`src/verilog/iaml_pkg.sv`:
```
package iaml_pkg;
  localparam int N_IRQ = 5;
  localparam int N_INT = 21;
  localparam int N_SRC = 26;
  // Avalon offsets (byte addresses)
  localparam logic [7:0] A_CTRL = 8'h00;
  localparam logic [7:0] A_PRIO = 8'h04;
  localparam logic [7:0] A_CCR  = 8'h08;
  localparam logic [7:0] A_STAT = 8'h0C;
  localparam logic [7:0] A_EVT  = 8'h10;
  localparam logic [7:0] A_EMSK = 8'h14;
  // Field positions
  localparam int B_UE      = 0;
  localparam int B_IRQEN   = 1;
  localparam int B_GMASK   = 7;
  localparam int B_UMASK   = 6;
  localparam int E_MSK     = 0;
  localparam int E_NMI     = 1;
  localparam int N_EVT     = 2;
  // Reset values, and the fixed NMI vector number
  localparam logic        UE_RST   = 1'b1;
  localparam logic [15:0] PRIO_RST = 16'h0000;
  localparam logic        GM_RST   = 1'b1;
  localparam logic        UM_RST   = 1'b0;
  localparam logic [5:0]  NMI_VEC  = 6'h07;
  // Vector number per source, smallest first = default order
  localparam logic [5:0] SRC_VEC [N_SRC] = '{
    6'h0C, 6'h0D, 6'h0E, 6'h0F, 6'h10, 6'h14, 6'h18, 6'h19, 6'h1A,
    6'h1C, 6'h1D, 6'h1E, 6'h20, 6'h21, 6'h22, 6'h24, 6'h25, 6'h26,
    6'h28, 6'h29, 6'h2A, 6'h34, 6'h35, 6'h36, 6'h37, 6'h3C};
  // Bit of {reg_a, reg_b} holding each source's level
  localparam logic [3:0] SRC_LVL [N_SRC] = '{
    4'hF, 4'hE, 4'hD, 4'hD, 4'hC, 4'hB, 4'hA, 4'hA, 4'hA,
    4'h9, 4'h9, 4'h9, 4'h8, 4'h8, 4'h8, 4'h7, 4'h7, 4'h7,
    4'h6, 4'h6, 4'h6, 4'h3, 4'h3, 4'h3, 4'h3, 4'h1};

  typedef enum logic [4:0] {
    S_IDLE = 5'h01,
    S_WAIT = 5'h02,
    S_SAVE = 5'h04,
    S_MASK = 5'h08,
    S_VECT = 5'h10
  } iaml_state_t;

  typedef struct packed {
    logic       valid;
    logic       nmi;
    logic       prio;
    logic [4:0] idx;
  } iaml_sel_t;

  typedef struct packed {
    logic [7:0]  condition_code_register;
    logic [23:0] pc;
  } iaml_push_t;
endpackage : iaml_pkg

```
`src/verilog/iaml_top.sv`:
```
module iaml_top (
  // Clock and reset
  input  wire logic                      sys_clk,
  input  wire logic                      rst,
  // Avalon-MM slave
  input  wire logic [7:0]                avs_address,
  input  wire logic                      avs_read,
  input  wire logic                      avs_write,
  input  wire logic [31:0]               avs_writedata,
  output logic      [31:0]               avs_readdata,
  output logic                           avs_waitrequest,
  // Pins
  input  wire logic                      nmi_pin,
  input  wire logic [iaml_pkg::N_IRQ-1:0] irq_pin,
  input  wire logic                      standby_pin,
  // On-chip sources
  input  wire logic [iaml_pkg::N_INT-1:0] src_flag,
  input  wire logic [iaml_pkg::N_INT-1:0] src_enable,
  // CPU core
  input  wire logic                      cpu_instr_end,
  input  wire logic [23:0]               cpu_pc,
  input  wire logic [5:0]                cpu_ccr_low,
  output logic                           stack_push_valid,
  output iaml_pkg::iaml_push_t           stack_push,
  output logic                           vec_valid,
  output logic      [15:0]               vec_addr,
  output logic                           exc_busy,
  // Interrupt
  output logic                           irq_out
);
  logic [iaml_pkg::N_IRQ-1:0] irq_s1_q, irq_s2_q;
  logic nmi_s1_q, nmi_s2_q, nmi_d1_q, sb_s1_q, sb_s2_q;
  logic ue_q;
  logic [iaml_pkg::N_IRQ-1:0] irqen_q;
  logic [15:0] prio_q;
  logic gmask_q, umask_q;
  logic nmi_pend_q;
  logic [iaml_pkg::N_EVT-1:0] evt_q, emsk_q, evt_set;
  logic [iaml_pkg::N_SRC-1:0] req, lvl;
  iaml_pkg::iaml_sel_t sel;
  iaml_pkg::iaml_state_t state_q, state_d;
  logic [5:0] vec_q;
  logic nmi_taken_q;
  logic take, take_nmi, mask_ok;
  logic ack_q, bus_req, wr_go, rd_go;
  logic [31:0] rd_d;

  // Pin synchronisers
  always_ff @(posedge sys_clk) begin
    if (rst) begin
      irq_s1_q <= '0;
      irq_s2_q <= '0;
      nmi_s1_q <= 1'b0;
      nmi_s2_q <= 1'b0;
      nmi_d1_q <= 1'b0;
      sb_s1_q  <= 1'b0;
      sb_s2_q  <= 1'b0;
    end else begin
      irq_s1_q <= irq_pin;
      irq_s2_q <= irq_s1_q;
      nmi_s1_q <= nmi_pin;
      nmi_s2_q <= nmi_s1_q;
      nmi_d1_q <= nmi_s2_q;
      sb_s1_q  <= standby_pin;
      sb_s2_q  <= sb_s1_q;
    end
  end

  // Source gating and per-source level
  assign req = {src_flag & src_enable, irq_s2_q & irqen_q};
  generate
    for (genvar g = 0; g < iaml_pkg::N_SRC; g++) begin : g_lvl
      assign lvl[g] = prio_q[iaml_pkg::SRC_LVL[g]];
    end
  endgenerate

  // Table is in vector order, so the lowest index wins a tie
  function automatic iaml_pkg::iaml_sel_t pick(
    input logic [iaml_pkg::N_SRC-1:0] r,
    input logic [iaml_pkg::N_SRC-1:0] l
  );
    iaml_pkg::iaml_sel_t s;
    s = '0;
    for (int i = iaml_pkg::N_SRC - 1; i >= 0; i--) begin
      if (r[i] && !l[i]) begin
        s.valid = 1'b1;
        s.prio  = 1'b0;
        s.idx   = i[4:0];
      end
    end
    for (int i = iaml_pkg::N_SRC - 1; i >= 0; i--) begin
      if (r[i] && l[i]) begin
        s.valid = 1'b1;
        s.prio  = 1'b1;
        s.idx   = i[4:0];
      end
    end
    return s;
  endfunction : pick

  always_comb begin
    sel = pick(req, lvl);
    if (nmi_pend_q) begin
      sel.valid = 1'b1;
      sel.nmi   = 1'b1;
    end
  end

  // Acceptance
  always_comb begin
    if (ue_q) begin
      mask_ok = !gmask_q;
    end else begin
      mask_ok = !gmask_q || (sel.prio && !umask_q);
    end
  end
  // Standby blocks everything; reset holds the sequencer idle
  assign take_nmi = nmi_pend_q && !sb_s2_q;
  assign take = (state_q == iaml_pkg::S_IDLE) && !sb_s2_q && sel.valid
                && (sel.nmi || mask_ok);

  // NMI edge latch; a new edge wins over the clear
  always_ff @(posedge sys_clk) begin
    if (rst) begin
      nmi_pend_q <= 1'b0;
    end else if (nmi_s2_q && !nmi_d1_q) begin
      nmi_pend_q <= 1'b1;
    end else if (take && take_nmi) begin
      nmi_pend_q <= 1'b0;
    end
  end

  // Exception sequencer
  always_comb begin
    state_d = state_q;
    case (state_q)
      iaml_pkg::S_IDLE: if (take) state_d = iaml_pkg::S_WAIT;
      iaml_pkg::S_WAIT: if (cpu_instr_end) state_d = iaml_pkg::S_SAVE;
      iaml_pkg::S_SAVE: state_d = iaml_pkg::S_MASK;
      iaml_pkg::S_MASK: state_d = iaml_pkg::S_VECT;
      iaml_pkg::S_VECT: state_d = iaml_pkg::S_IDLE;
      default:          state_d = iaml_pkg::S_IDLE;
    endcase
  end

  always_ff @(posedge sys_clk) begin
    if (rst) begin
      state_q <= iaml_pkg::S_IDLE;
    end else begin
      state_q <= state_d;
    end
  end

  // Capture the winner when it is accepted
  always_ff @(posedge sys_clk) begin
    if (rst) begin
      vec_q       <= '0;
      nmi_taken_q <= 1'b0;
    end else if (take) begin
      vec_q       <= sel.nmi ? iaml_pkg::NMI_VEC : iaml_pkg::SRC_VEC[sel.idx];
      nmi_taken_q <= sel.nmi;
    end
  end

  // Stack push: core's PC at the boundary is the resume address
  always_ff @(posedge sys_clk) begin
    if (rst) begin
      stack_push_valid <= 1'b0;
      stack_push       <= '0;
    end else begin
      stack_push_valid <= (state_q == iaml_pkg::S_SAVE);
      if (state_q == iaml_pkg::S_SAVE) begin
        stack_push.pc  <= cpu_pc;
        stack_push.condition_code_register <= {gmask_q, umask_q, cpu_ccr_low};
      end
    end
  end

  // Vector output, four bytes per entry
  always_ff @(posedge sys_clk) begin
    if (rst) begin
      vec_valid <= 1'b0;
      vec_addr  <= '0;
    end else begin
      vec_valid <= (state_q == iaml_pkg::S_VECT);
      if (state_q == iaml_pkg::S_VECT) begin
        vec_addr <= {8'h00, vec_q, 2'b00};
      end
    end
  end

  assign exc_busy = (state_q != iaml_pkg::S_IDLE);

  // One wait state; a write lands only at the edge where waitrequest is low
  assign bus_req         = avs_read || avs_write;
  assign avs_waitrequest = bus_req && !ack_q;
  assign wr_go           = avs_write && ack_q;
  assign rd_go           = avs_read && !ack_q;

  always_ff @(posedge sys_clk) begin
    if (rst) begin
      ack_q <= 1'b0;
    end else begin
      ack_q <= bus_req && !ack_q;
    end
  end

  always_comb begin
    rd_d = '0;
    if (avs_address == iaml_pkg::A_CTRL) begin
      rd_d[iaml_pkg::B_UE] = ue_q;
      rd_d[iaml_pkg::B_IRQEN +: iaml_pkg::N_IRQ] = irqen_q;
    end else if (avs_address == iaml_pkg::A_PRIO) begin
      rd_d[15:0] = prio_q;
    end else if (avs_address == iaml_pkg::A_CCR) begin
      rd_d[iaml_pkg::B_GMASK] = gmask_q;
      rd_d[iaml_pkg::B_UMASK] = umask_q;
    end else if (avs_address == iaml_pkg::A_STAT) begin
      rd_d[5:0]   = vec_q;
      rd_d[8]     = nmi_taken_q;
      rd_d[20:16] = state_q;
    end else if (avs_address == iaml_pkg::A_EVT) begin
      rd_d[iaml_pkg::N_EVT-1:0] = evt_q;
    end else if (avs_address == iaml_pkg::A_EMSK) begin
      rd_d[iaml_pkg::N_EVT-1:0] = emsk_q;
    end
  end

  always_ff @(posedge sys_clk) begin
    if (rst) begin
      avs_readdata <= '0;
    end else if (rd_go) begin
      avs_readdata <= rd_d;
    end
  end

  // Control registers; default order after reset
  always_ff @(posedge sys_clk) begin
    if (rst) begin
      ue_q    <= iaml_pkg::UE_RST;
      irqen_q <= '0;
      prio_q  <= iaml_pkg::PRIO_RST;
      emsk_q  <= '0;
    end else if (wr_go) begin
      if (avs_address == iaml_pkg::A_CTRL) begin
        ue_q    <= avs_writedata[iaml_pkg::B_UE];
        irqen_q <= avs_writedata[iaml_pkg::B_IRQEN +: iaml_pkg::N_IRQ];
      end else if (avs_address == iaml_pkg::A_PRIO) begin
        prio_q <= avs_writedata[15:0];
      end else if (avs_address == iaml_pkg::A_EMSK) begin
        emsk_q <= avs_writedata[iaml_pkg::N_EVT-1:0];
      end
    end
  end

  // Mask bits: hardware set beats a software write in the same cycle
  always_ff @(posedge sys_clk) begin
    if (rst) begin
      gmask_q <= iaml_pkg::GM_RST;
      umask_q <= iaml_pkg::UM_RST;
    end else if (state_q == iaml_pkg::S_MASK) begin
      gmask_q <= 1'b1;
      if (!ue_q) begin
        umask_q <= 1'b1;
      end
    end else if (wr_go && avs_address == iaml_pkg::A_CCR) begin
      gmask_q <= avs_writedata[iaml_pkg::B_GMASK];
      umask_q <= avs_writedata[iaml_pkg::B_UMASK];
    end
  end

  // Sticky events, write one to clear, set wins
  assign evt_set[iaml_pkg::E_MSK] = take && !sel.nmi;
  assign evt_set[iaml_pkg::E_NMI] = take && sel.nmi;

  always_ff @(posedge sys_clk) begin
    if (rst) begin
      evt_q <= '0;
    end else if (wr_go && avs_address == iaml_pkg::A_EVT) begin
      evt_q <= (evt_q & ~avs_writedata[iaml_pkg::N_EVT-1:0]) | evt_set;
    end else begin
      evt_q <= evt_q | evt_set;
    end
  end

  assign irq_out = |(evt_q & emsk_q);

  // Checks
  a_ue1_gmask: assert property (@(posedge sys_clk) disable iff (rst)
    (state_q == iaml_pkg::S_IDLE && ue_q && gmask_q && !nmi_pend_q)
    |=> state_q == iaml_pkg::S_IDLE)
    else $error("maskable taken with single-level mask set");

  a_ue1_level_free: assert property (@(posedge sys_clk) disable iff (rst)
    (state_q == iaml_pkg::S_IDLE && ue_q && !gmask_q && !sb_s2_q && sel.valid)
    |=> state_q == iaml_pkg::S_WAIT)
    else $error("request not taken with single-level mask clear");

  a_ue0_both_masks: assert property (@(posedge sys_clk) disable iff (rst)
    (state_q == iaml_pkg::S_IDLE && !ue_q && gmask_q && umask_q && !nmi_pend_q)
    |=> state_q == iaml_pkg::S_IDLE)
    else $error("maskable taken with both masks set");

  a_ue0_level_one: assert property (@(posedge sys_clk) disable iff (rst)
    (state_q == iaml_pkg::S_IDLE && !ue_q && gmask_q && !umask_q && !sb_s2_q
     && sel.valid && sel.prio) |=> state_q == iaml_pkg::S_WAIT)
    else $error("level one request not taken");

  a_ue0_open: assert property (@(posedge sys_clk) disable iff (rst)
    (state_q == iaml_pkg::S_IDLE && !ue_q && !gmask_q && !sb_s2_q && sel.valid)
    |=> state_q == iaml_pkg::S_WAIT)
    else $error("request not taken with mask clear");

  a_nmi_taken: assert property (@(posedge sys_clk) disable iff (rst)
    (state_q == iaml_pkg::S_IDLE && nmi_pend_q && !sb_s2_q)
    |=> (state_q == iaml_pkg::S_WAIT && nmi_taken_q && vec_q == iaml_pkg::NMI_VEC))
    else $error("NMI not taken");

  a_standby_block: assert property (@(posedge sys_clk) disable iff (rst)
    (state_q == iaml_pkg::S_IDLE && sb_s2_q) |=> state_q == iaml_pkg::S_IDLE)
    else $error("request taken in standby");

  a_wait_boundary: assert property (@(posedge sys_clk) disable iff (rst)
    (state_q == iaml_pkg::S_WAIT && !cpu_instr_end) |=> state_q == iaml_pkg::S_WAIT)
    else $error("handling began mid instruction");

  a_push_pc: assert property (@(posedge sys_clk) disable iff (rst)
    (state_q == iaml_pkg::S_SAVE) |=> (stack_push_valid && stack_push.pc == $past(cpu_pc)))
    else $error("stacked PC wrong");

  a_push_ccr: assert property (@(posedge sys_clk) disable iff (rst)
    (state_q == iaml_pkg::S_SAVE)
    |=> stack_push.condition_code_register == {$past(gmask_q), $past(umask_q), $past(cpu_ccr_low)})
    else $error("stacked condition codes wrong");

  a_mask_after: assert property (@(posedge sys_clk) disable iff (rst)
    (state_q == iaml_pkg::S_MASK) |=> (gmask_q && (ue_q || umask_q)))
    else $error("masks not set after save");

  a_vec_addr: assert property (@(posedge sys_clk) disable iff (rst)
    (state_q == iaml_pkg::S_VECT)
    |=> (vec_valid && vec_addr == {8'h00, $past(vec_q), 2'b00}))
    else $error("vector address wrong");

  a_src_enabled: assert property (@(posedge sys_clk) disable iff (rst)
    (sel.valid && !sel.nmi) |-> (req[sel.idx] && lvl[sel.idx] == sel.prio))
    else $error("selected source not requesting");

  a_level_first: assert property (@(posedge sys_clk) disable iff (rst)
    (sel.valid && !sel.nmi && !sel.prio) |-> !(|(req & lvl)))
    else $error("level zero chosen over level one");

  a_tie_lowest: assert property (@(posedge sys_clk) disable iff (rst)
    (sel.valid && !sel.nmi)
    |-> ((req & ~(lvl ^ {iaml_pkg::N_SRC{sel.prio}}))
         & ((iaml_pkg::N_SRC'(1) << sel.idx) - iaml_pkg::N_SRC'(1))) == '0)
    else $error("tie not broken by default order");
endmodule : iaml_top

```
`config.mk`:
```
export PLATFORM = sky130hd
export DESIGN_NAME = iaml_top
export DESIGN_NICKNAME = d
export VERILOG_FILES = /design/src/verilog/iaml_pkg.sv /design/src/verilog/iaml_top.sv
export SDC_FILE = /design/constraint.sdc
export NUM_CORES = 1
export LEC_CHECK = 0
export BUFFER_PORTS_ARGS = -buffer_cell sky130_fd_sc_hd__buf_2
export CORE_ASPECT_RATIO = 0.75
export CORE_MARGIN = 4
export CORE_UTILIZATION = 51
export CTS_BUF_LIST = sky130_fd_sc_hd__clkbuf_8 sky130_fd_sc_hd__clkbuf_16
export CTS_CLUSTER_DIAMETER = 30
export DETAILED_ROUTE_END_ITERATION = 6
export GPL_ROUTABILITY_DRIVEN = 1
export PLACE_DENSITY = 0.81
export SLEW_MARGIN = 15
export SYNTH_ARGS = -nofsm -noshare
export SYNTH_HDL_FRONTEND = slang
export SYNTH_SLANG_ARGS = --single-unit
```
`constraint.sdc`:
```
create_clock -name sys_clk -period 3.34 [get_ports sys_clk]
set_input_delay 0 -clock sys_clk [delete_from_list [all_inputs] [get_ports sys_clk]]
set_output_delay 0 -clock sys_clk [all_outputs]
set_load 0.05 [all_outputs]
```
==> flow_summary.json, run 1 <==
{
  "outcome": "finished, violations left",
  "violations": "design-rule violations",
  "drive_gt1_frac": 0.251,
  "start_util": 0.521,
  "die_h_um": 102,
  "rr_worst_depth": 11,
  "crit_buf_inv": 0,
  "regArea_um2": 2360,
  "min_to": "sb_s1_q",
  "max_stage_delay_ns": 0.46,
  "yosysSeqAreaShare": 0.392,
  "clkSinkCount": 118,
  "wire_per_inst_um": 16.5,
  "cp.arrival_ns": 3.45,
  "yosysUniqueCellTypes": 83,
  "rsz0062_at_grt": "false",
  "ant_nets": 0,
  "dp_cells": 1054,
  "synth_area_um2": 6030,
  "end_kind": "flip-flop",
  "synth_top_area_frac": 0.392,
  "dp_hpwl_mm": 13.0,
  "synth_edf_count": 0,
  "num_rows": 34,
  "design_area_um2": 8090,
  "period_share": 0.937,
  "portBuffers": 171,
  "drt-initial-drc-count": 680,
  "drt_wl_total_mm": 18.8,
  "report.final.slew_viol_count": 0,
  "synth_top_cells_by_area": "dfxtp_1 39%, nand2_1 8.7%, a21oi_1 6.4%, nor2_1 3.7%, mux2i_1 3.2%",
  "hp-start": "rst",
  "place_ws_ns": 0.326,
  "path_clk_slew_ns": 0.06,
  "gp_congestion": 0.970,
  "dieWidth_um": 134,
  "ctsResizeCount": 0,
  "min-delay-path-class": "input pin to flip-flop",
  "grt_max_degree": 61,
  "core_area_um2": 11600,
  "crit_family": "compound AO/OA/AOI/OAI gates",
  "reg2reg_slack_ns": 0.21,
  "syn-instance-count": 752,
  "synth-async-reset-ratio": 0,
  "nFillCells": 914,
  "critPathLaunchType": "flip-flop",
  "grt_usage": 0.265,
  "post-route-util": 0.699,
  "yosysTopAreaCell": "dfxtp_1",
  "worstSkewPairLatency_ns": 0.41,
  "max-slew-margin-rel": 0.449,
  "syn_to_final_growth_pct": 34.1,
  "irDropWorstVdd_v": 0.000481,
  "multi_input_area_um2": 3350,
  "worstPathRequired_ns": 3.66,
  "cp_cell_sequence": "o32ai_1, o221ai_1, o211a_1, o31a_2, nor2_1, ha_1, nor2_1, nand3_1, o211ai_1, o221a_1, o41ai_2",
  "worstMarginPinSlew_ns": 0.826,
  "power_density_nw_per_um2": 478,
  "drc_errors": 16,
  "r2r-start": "prio_q[7]",
  "hold_path_depth": 2,
  "period_minus_slack_ns": 3.13,
  "clock-root-buffer": "clkbuf_16",
  "fin_ws_ns": 0.211,
  "cts_buffers": 17,
  "crit_cells": 11,
  "instances_no_fill": 1143,
  "first_pass_iters": 7,
  "cap_violations": 0,
  "fmaxAchievable_mhz": 320,
  "cts_buffer_depth": 2,
  "leakagePower_nw": 3.56,
  "hold_viol_final": 0,
  "cpMaxStageDelayCell": "o32ai_1",
  "nNetsFinal": 1096,
  "r2r_end": "vec_q[3]",
  "grt_pass1_vias": 5715,
  "syn_avg_cell_area_um2": 8.02,
  "io_pins": 209,
  "grt-ovfl-total": 0,
  "synth_seq_cells": 118,
  "antenna_found_initial": 1,
  "synthTopCellsByCount": "140 x nand2_1, 118 x dfxtp_1, 77 x a21oi_1",
  "die-area_um2": 13600,
  "timing_worst_setup_path_type": "flip-flop to flip-flop",
  "setup_viol": 0,
  "placed_area_um2": 6920,
  "cts_tree": "done",
  "yosys_warnings": 0,
  "ctsHtreeMaxLevel": 4,
  "yosys_most_used_dff": "dfxtp_1",
  "final.setup_skew_ns": 0.00757,
  "viasPerCell": 5.62,
  "setup-tns-final_ns": 0,
  "synth.most_common_cell": "nand2_1",
  "grt_pass1_wl_mm": 28.9,
  "cpMostUsedCell": "nor2_1",
  "cp_max_fo": 7,
  "num_vias": 6423
}
stage by stage:
stage / total power, mW / hold slack (ns)
finish: 3.87 / 0.0548
global route: 4.00 / 0.0456
CTS: 3.86 / 0.0229
detailed placement: 1.99 / 0.212
global placement: 1.98 / 0.208
floorplan: 1.85 / 0.117
worst max path at each step:
stage,to,start
floorplan,vec_q[3],prio_q[10]
global placement,vec_q[3],prio_q[7]
detailed placement,vec_q[3],prio_q[7]
CTS,vec_q[3],prio_q[7]
global route,vec_q[3],prio_q[6]
finish,vec_q[3],prio_q[7]
cells by family after synthesis:
group / Yosys count / synth area share
simple gates: 344 / 0.277
fa+ha+maj: 5 / 0.0104
compound gates: 184 / 0.215
flops: 118 / 0.392
other cells: 1 / 0.000622
buf+inv: 77 / 0.0656
mux: 23 / 0.0396
worst reg2reg max path: cells and delay by family, from the launching register on:
| family | cells | cell delay (ns) |
|---|---|---|
| compound gates | 7 | 1.93 |
| fa+ha+maj | 1 | 0.24 |
| simple gates | 3 | 0.52 |
| flops | 1 | 0.38 |
per-layer routing:
| layer | up-vias | track usage | wire, µm |
|---|---|---|---|
| met5 | - | 0 | 0 |
| met1 | 2965 | 0.370 | 8140 |
| met3 | 29 | 0.0812 | 2190 |
| met4 | 0 | 0.0735 | 263 |
| li1 | 3059 | - | - |
| met2 | 370 | 0.402 | 8230 |
sequential cells by signal, indices dropped and copies added, names as in the netlist:
| signal | flops |
|---|---|
| ack_q | 1 |
| avs_readdata | 21 |
| emsk_q | 2 |
| evt_q | 2 |
| gmask_q | 1 |
| irq_s1_q | 5 |
| irq_s2_q | 5 |
| irqen_q | 5 |
| nmi_d1_q | 1 |
| nmi_pend_q | 1 |
| nmi_s1_q | 1 |
| nmi_s2_q | 1 |
| nmi_taken_q | 1 |
| prio_q | 16 |
| sb_s1_q | 1 |
| sb_s2_q | 1 |
| stack_push | 32 |
| stack_push_valid | 1 |
| state_q | 5 |
| ue_q | 1 |
| umask_q | 1 |
| vec_addr | 6 |
| vec_q | 6 |
| vec_valid | 1 |
layout make-up:
type	instances	area share
Timing Repair Buffer	240	0.188
Clock inverter	15	0.0223
Sequential cell	118	0.292
Multi-Input combinational cell	577	0.414
Tap cell	162	0.0251
Antenna cell	1	0.000310
Inverter	13	0.00604
Clock buffer	17	0.0526
placed cells by master, fill, tap and decap left out, types with 17 or more instances in the layout:
cell type | Yosys | final
dlygate4sd3_1 | 0 | 56
mux2i_1 | 19 | 19
conb_1 | 1 | 21
clkbuf_16 | 0 | 17
nand2_1 | 140 | 140
nand3_1 | 32 | 32
dfxtp_1 | 118 | 118
nor2b_1 | 25 | 25
nor2_1 | 60 | 60
buf_2 | 4 | 170
a21oi_1 | 77 | 77
report_power, final:
part | internal [mW] | switching, mW
combinational | 0.226 | 0.340
sequential | 1.44 | 0.0264
clock | 1.17 | 0.663
repair_timing:
| item | CTS | global route |
|---|---|---|
| setup buffers | 0 | 0 |
| endpoints found under the hold margin | 71 | 0 |
| hold buffers | 56 | 0 |
No activity file was read; power rests on OpenSTA's default activity.
==> inputs of run 2 (changes only) <==
Settings changed: CORE_UTILIZATION 51 to 46, PLACE_DENSITY 0.81 to 0.77.
Clock period 3.34 ns to 2.7 ns, I/O delays scaled along.
==> flow_summary.json, run 2 (synthesized netlist as in run 1, its figures left out) <==
{
  "whs_ns": 0.0644,
  "cts_buffers": 17,
  "nNetsFinal": 1146,
  "syn_to_final_growth_pct": 44.5,
  "period_minus_slack_ns": 2.66,
  "core_area_um2": 12600,
  "drt_wl_total_mm": 20.7,
  "grt_pass1_vias": 6021,
  "final.setup_skew_ns": 0.00950,
  "cap_violations": 0,
  "end_kind": "flip-flop",
  "reg.largest.list": "stack_push: 32 flops, avs_readdata: 21 flops, prio_q: 16 flops",
  "portBuffers": 171,
  "regArea_um2": 2380,
  "multi_input_area_um2": 3580,
  "setup-tns-final_ns": 0,
  "layout_commonest_cell": "buf_2",
  "drive_gt1_frac": 0.322,
  "clkSinkCount": 118,
  "antennaDiodeCount": 0,
  "timing_worst_setup_path_type": "flip-flop to flip-flop",
  "instances_no_fill": 1196,
  "cpMostUsedCell": "nor2_1",
  "dieWidth_um": 140,
  "drt-initial-drc-count": 673,
  "worstMarginPinSlew_ns": 0.841,
  "largest_reg_flops": 32,
  "die_h_um": 107,
  "grt_max_degree": 82,
  "start_util": 0.480,
  "io_pins": 209,
  "ctsHtreeMaxLevel": 4,
  "wire_per_inst_um": 17.3,
  "max_flop_register": "stack_push",
  "dp_cells": 1097,
  "irDropWorstVdd_v": 0.000646,
  "final_cell_mix": "170 x buf_2, 139 x nand2_1, 109 x dfxtp_1, 76 x a21oi_1, 61 x buf_4",
  "die-area_um2": 15000,
  "period_share": 0.987,
  "viasPerCell": 5.59,
  "post-route-util": 0.693,
  "cts_buffer_depth": 2,
  "outcome": "finished, final reports clean",
  "gp_congestion": 0.967,
  "setup_viol": 0,
  "critPathLaunchType": "flip-flop",
  "ant_nets": 0,
  "dp_hpwl_mm": 14.4,
  "antenna_found_initial": 0,
  "min-delay-path-class": "input pin to flip-flop",
  "clock-root-buffer": "clkbuf_16",
  "num_vias": 6686,
  "grt_usage": 0.256,
  "path_clk_slew_ns": 0.05,
  "nFillCells": 968,
  "worstSkewPairLatency_ns": 0.41,
  "power_density_nw_per_um2": 555,
  "cp_max_fo": 3,
  "first_pass_iters": 7,
  "leakagePower_nw": 3.87,
  "drc_errors": 0,
  "fmaxAchievable_mhz": 375,
  "grt-ovfl-total": 0,
  "cp.arrival_ns": 2.92,
  "max_stage_delay_ns": 0.38,
  "worstPathRequired_ns": 2.96,
  "cpMaxStageDelayCell": "dfxtp_1",
  "max-slew-margin-rel": 0.439,
  "crit_family": "simple AND/OR/NAND/NOR gates",
  "cts_tree": "done",
  "cp_cell_sequence": "and3b_1, nor2_1, a31oi_1, or3_4, o31ai_4, and2_4, inv_2, ha_4, nor2_1, nand3_1, o211ai_1, o221a_1, o41ai_2",
  "hold_viol_final": 0,
  "num_rows": 35,
  "report.final.slew_viol_count": 0,
  "grt_pass1_wl_mm": 30.9,
  "crit_buf_inv": 1
}
run 2: changes by cell type in the layout (fill, tap and decap cells not counted), moves of 3 or more:
cell | previous run | this run
dfxtp_2 | 0 | 8
clkinv_4 | 5 | 0
buf_4 | 14 | 61
buf_6 | 0 | 3
dfxtp_1 | 118 | 109
clkbuf_8 | 0 | 3
run 2: what timing repair did:
action | 4_1_cts | 5_1_grt
setup buffers | 1 | 10
resized for setup | 15 | 41
hold buffers | 56 | 0
endpoints found under the setup margin | 5 | 9
endpoints found under the hold margin | 69 | 0
cloned | 0 | 0
pin swaps | 4 | 20
run 2: worst paths after layout:
path              slack (ns)              end      startpoint  depth (start not counted)
setup / recovery        0.04         vec_q[3]      prio_q[15]                         13
hold / removal          0.06  avs_readdata[8]  avs_address[2]                          3
setup reg to reg        0.04         vec_q[3]      prio_q[15]                         13
hold reg to reg         0.44      irq_s2_q[4]     irq_s1_q[4]                          1
run 2: stage by stage:
stage                     setup slack (ns)  area [µm²]  power [mW]
after detailed placement            -0.149        7220        2.49
after CTS                         -0.00425        8450        4.79
after global placement             -0.0626        7220        2.48
after global routing               -0.0407        8710        4.99
after floorplan                     0.0292        6120        2.29
final                               0.0361        8710        4.83
run 2: final cells by class:
cell class                      instances  share of cell area
Multi-Input combinational cell        577               0.411
Sequential cell                       118               0.273
Timing Repair Buffer                  290               0.218
Clock buffer                           20              0.0536
Tap cell                              166              0.0238
Clock inverter                         12              0.0145
Inverter                               13             0.00617
run 2: per-layer routing:
layer,wire length (µm),global-route usage,part of all wire,up-vias
li1,-,-,-,3163
met1,8920,0.353,0.43,3102
met2,9320,0.388,0.45,379
met3,2020,0.0758,0.097,42
met4,451,0.0768,0.022,0
met5,0,0,0,-
run 2: worst register-to-register path: cells and delay by family (launching register included):
kind / cells / cell delay (ns)
compound gates: 5 / 0.77
flops: 1 / 0.38
fa+ha+maj: 1 / 0.16
simple gates: 6 / 1.15
buf+inv: 1 / 0.06
run 2: where the power goes:
group | switching, mW | internal, mW | total [mW]
sequential | 0.0329 | 1.78 | 1.81
combinational | 0.456 | 0.335 | 0.791
clock | 0.807 | 1.43 | 2.23
total | 1.30 | 3.54 | 4.83
==> inputs of run 3 (changes only) <==
Settings changed: CORE_UTILIZATION 46 to 47, CTS_BUF_LIST sky130_fd_sc_hd__clkbuf_8 sky130_fd_sc_hd__clkbuf_16 to sky130_fd_sc_hd__clkbuf_8, PLACE_DENSITY 0.77 to 0.79, REMOVE_ABC_BUFFERS from default to 1.
==> flow_summary.json, run 3 (synthesized netlist as in run 1, its figures left out) <==
{
  "outcome": "finished, violations left",
  "violations": "negative setup slack",
  "period_minus_slack_ns": 2.72,
  "clkSinkCount": 118,
  "total_power_mw": 4.34,
  "portBuffers": 171,
  "place_ws_ns": -0.238,
  "multi_input_area_um2": 3590,
  "crit_buf_inv": 5,
  "wire_per_inst_um": 17.1,
  "num_rows": 35,
  "die_h_um": 106,
  "grt_usage": 0.260,
  "min-delay-path-class": "input pin to flip-flop",
  "setup_viol": 2,
  "end_kind": "flip-flop",
  "cts_buffer_depth": 2,
  "cp.arrival_ns": 3.04,
  "drc_errors": 0,
  "reg2reg_slack_ns": -0.02,
  "path_clk_slew_ns": 0.07,
  "fin_ws_ns": -0.0214,
  "worstPathRequired_ns": 3.02,
  "cpMaxStageDelayCell": "a221o_1",
  "fmaxAchievable_mhz": 367,
  "num_vias": 6728,
  "dp_hpwl_mm": 14.4,
  "nFillCells": 978,
  "leakagePower_nw": 3.89,
  "report.final.slew_viol_count": 0,
  "crit_family": "compound AO/OA/AOI/OAI gates",
  "final_cell_mix": "170 x buf_2, 140 x nand2_1, 106 x dfxtp_1, 77 x a21oi_1, 73 x buf_4",
  "worstMarginPinSlew_ns": 0.890,
  "max-slew-margin-rel": 0.407,
  "hold_viol_final": 0,
  "io_pins": 209,
  "die-area_um2": 14700,
  "whs_ns": 0.0407,
  "worstSkewPairLatency_ns": 0.43,
  "cpMostUsedCell": "buf_4",
  "period_share": 1.01,
  "timing_worst_setup_path_type": "flip-flop to flip-flop",
  "final.setup_skew_ns": 0.0149,
  "largest_reg_flops": 32,
  "r2r_end": "vec_q[0]",
  "drt-initial-drc-count": 540,
  "reg.largest.list": "stack_push: 32 flops, avs_readdata: 21 flops, prio_q: 16 flops",
  "start_util": 0.485,
  "drt_wl_total_mm": 20.7,
  "grt_pass1_vias": 6279,
  "rr_worst_depth": 12,
  "gp_congestion": 1.01,
  "critPathLaunchType": "flip-flop",
  "drive_gt1_frac": 0.344,
  "irDropWorstVdd_v": 0.000313,
  "hp-start": "avs_write",
  "cts_buffers": 17,
  "grt_max_degree": 86,
  "r2r-start": "prio_q[7]",
  "ctsHtreeMaxLevel": 4,
  "regArea_um2": 2380,
  "nNetsFinal": 1163,
  "max_flop_register": "stack_push",
  "hold_path_depth": 4,
  "cts_tree": "done",
  "power_density_nw_per_um2": 499,
  "core_area_um2": 12400,
  "cp_cell_sequence": "buf_4, buf_6, a221o_1, nor4_2, o41ai_2, buf_4, nand3_4, inv_4, buf_4, a21o_1, o221a_2, o31a_1",
  "post-route-util": 0.700,
  "grt_pass1_wl_mm": 31.4,
  "first_pass_iters": 5,
  "cp_max_fo": 8,
  "grt-ovfl-total": 0,
  "antenna_found_initial": 0,
  "setup-tns-final_ns": -0.0263,
  "layout_commonest_cell": "buf_2",
  "dieWidth_um": 139,
  "min_to": "gmask_q",
  "antennaDiodeCount": 0,
  "rsz0062_at_grt": "true",
  "clock-root-buffer": "clkbuf_8",
  "max_stage_delay_ns": 0.43,
  "syn_to_final_growth_pct": 44.4,
  "ant_nets": 0,
  "cap_violations": 0,
  "viasPerCell": 5.55
}
-- run 3: worst max-delay path by stage --
stage           startpoint        to  slack, ns  depth (start not counted)
2_1_floorplan    prio_q[8]  vec_q[3]      -0.12                         13
3_3_place_gp   irq_s2_q[3]  vec_q[3]       -0.1                         14
3_5_place_dp   irq_s2_q[3]  vec_q[3]      -0.24                         14
4_1_cts          prio_q[7]  vec_q[0]      0.008                         12
5_1_grt          prio_q[8]  vec_q[3]      -0.15                         13
6_report         prio_q[7]  vec_q[0]      -0.02                         12
-- run 3: area by class of cell --
| type | instances | share of cell area |
|---|---|---|
| sequential | 118 | 0.274 |
| clock inverter | 9 | 0.0142 |
| inverter | 13 | 0.00589 |
| multi-input combinational | 577 | 0.412 |
| timing repair buffer | 307 | 0.235 |
| tap | 166 | 0.0239 |
| clock buffer | 22 | 0.0348 |
-- run 3: routing by layer --
layer / up-vias / wire length (µm) / track usage
met4: 0 / 485 / 0.0663
met5: - / 0 / 0
li1: 3188 / - / -
met3: 56 / 2010 / 0.0724
met1: 3153 / 8650 / 0.350
met2: 331 / 9530 / 0.414
-- run 3: tightest hold or removal path, stage by stage --
cell,delay [ns]
buf_2,0.14
nand4_1,0.15
mux2i_1,0.09
nand2_1,0.05
-- run 3: stage by stage --
step	std cells	area (µm²)
2_1_floorplan	708	5760
3_3_place_gp	1111	7320
3_5_place_dp	1111	7320
4_1_cts	1198	8340
5_1_grt	1212	8700
6_report	1212	8700
-- run 3: power breakdown --
part           switching [mW]  internal (mW)  leakage, nW
sequential             0.0303           1.77        0.961
combinational           0.471          0.354         2.72
clock                   0.694           1.02        0.218
-- run 3: repair_timing --
| action | CTS | global route |
|---|---|---|
| hold endpoints to repair | 71 | 0 |
| pin swaps | 7 | 29 |
| setup endpoints to repair | 5 | 5 |
| resized for setup | 12 | 66 |
| hold buffers | 56 | 0 |
| buffers inserted | 1 | 14 |
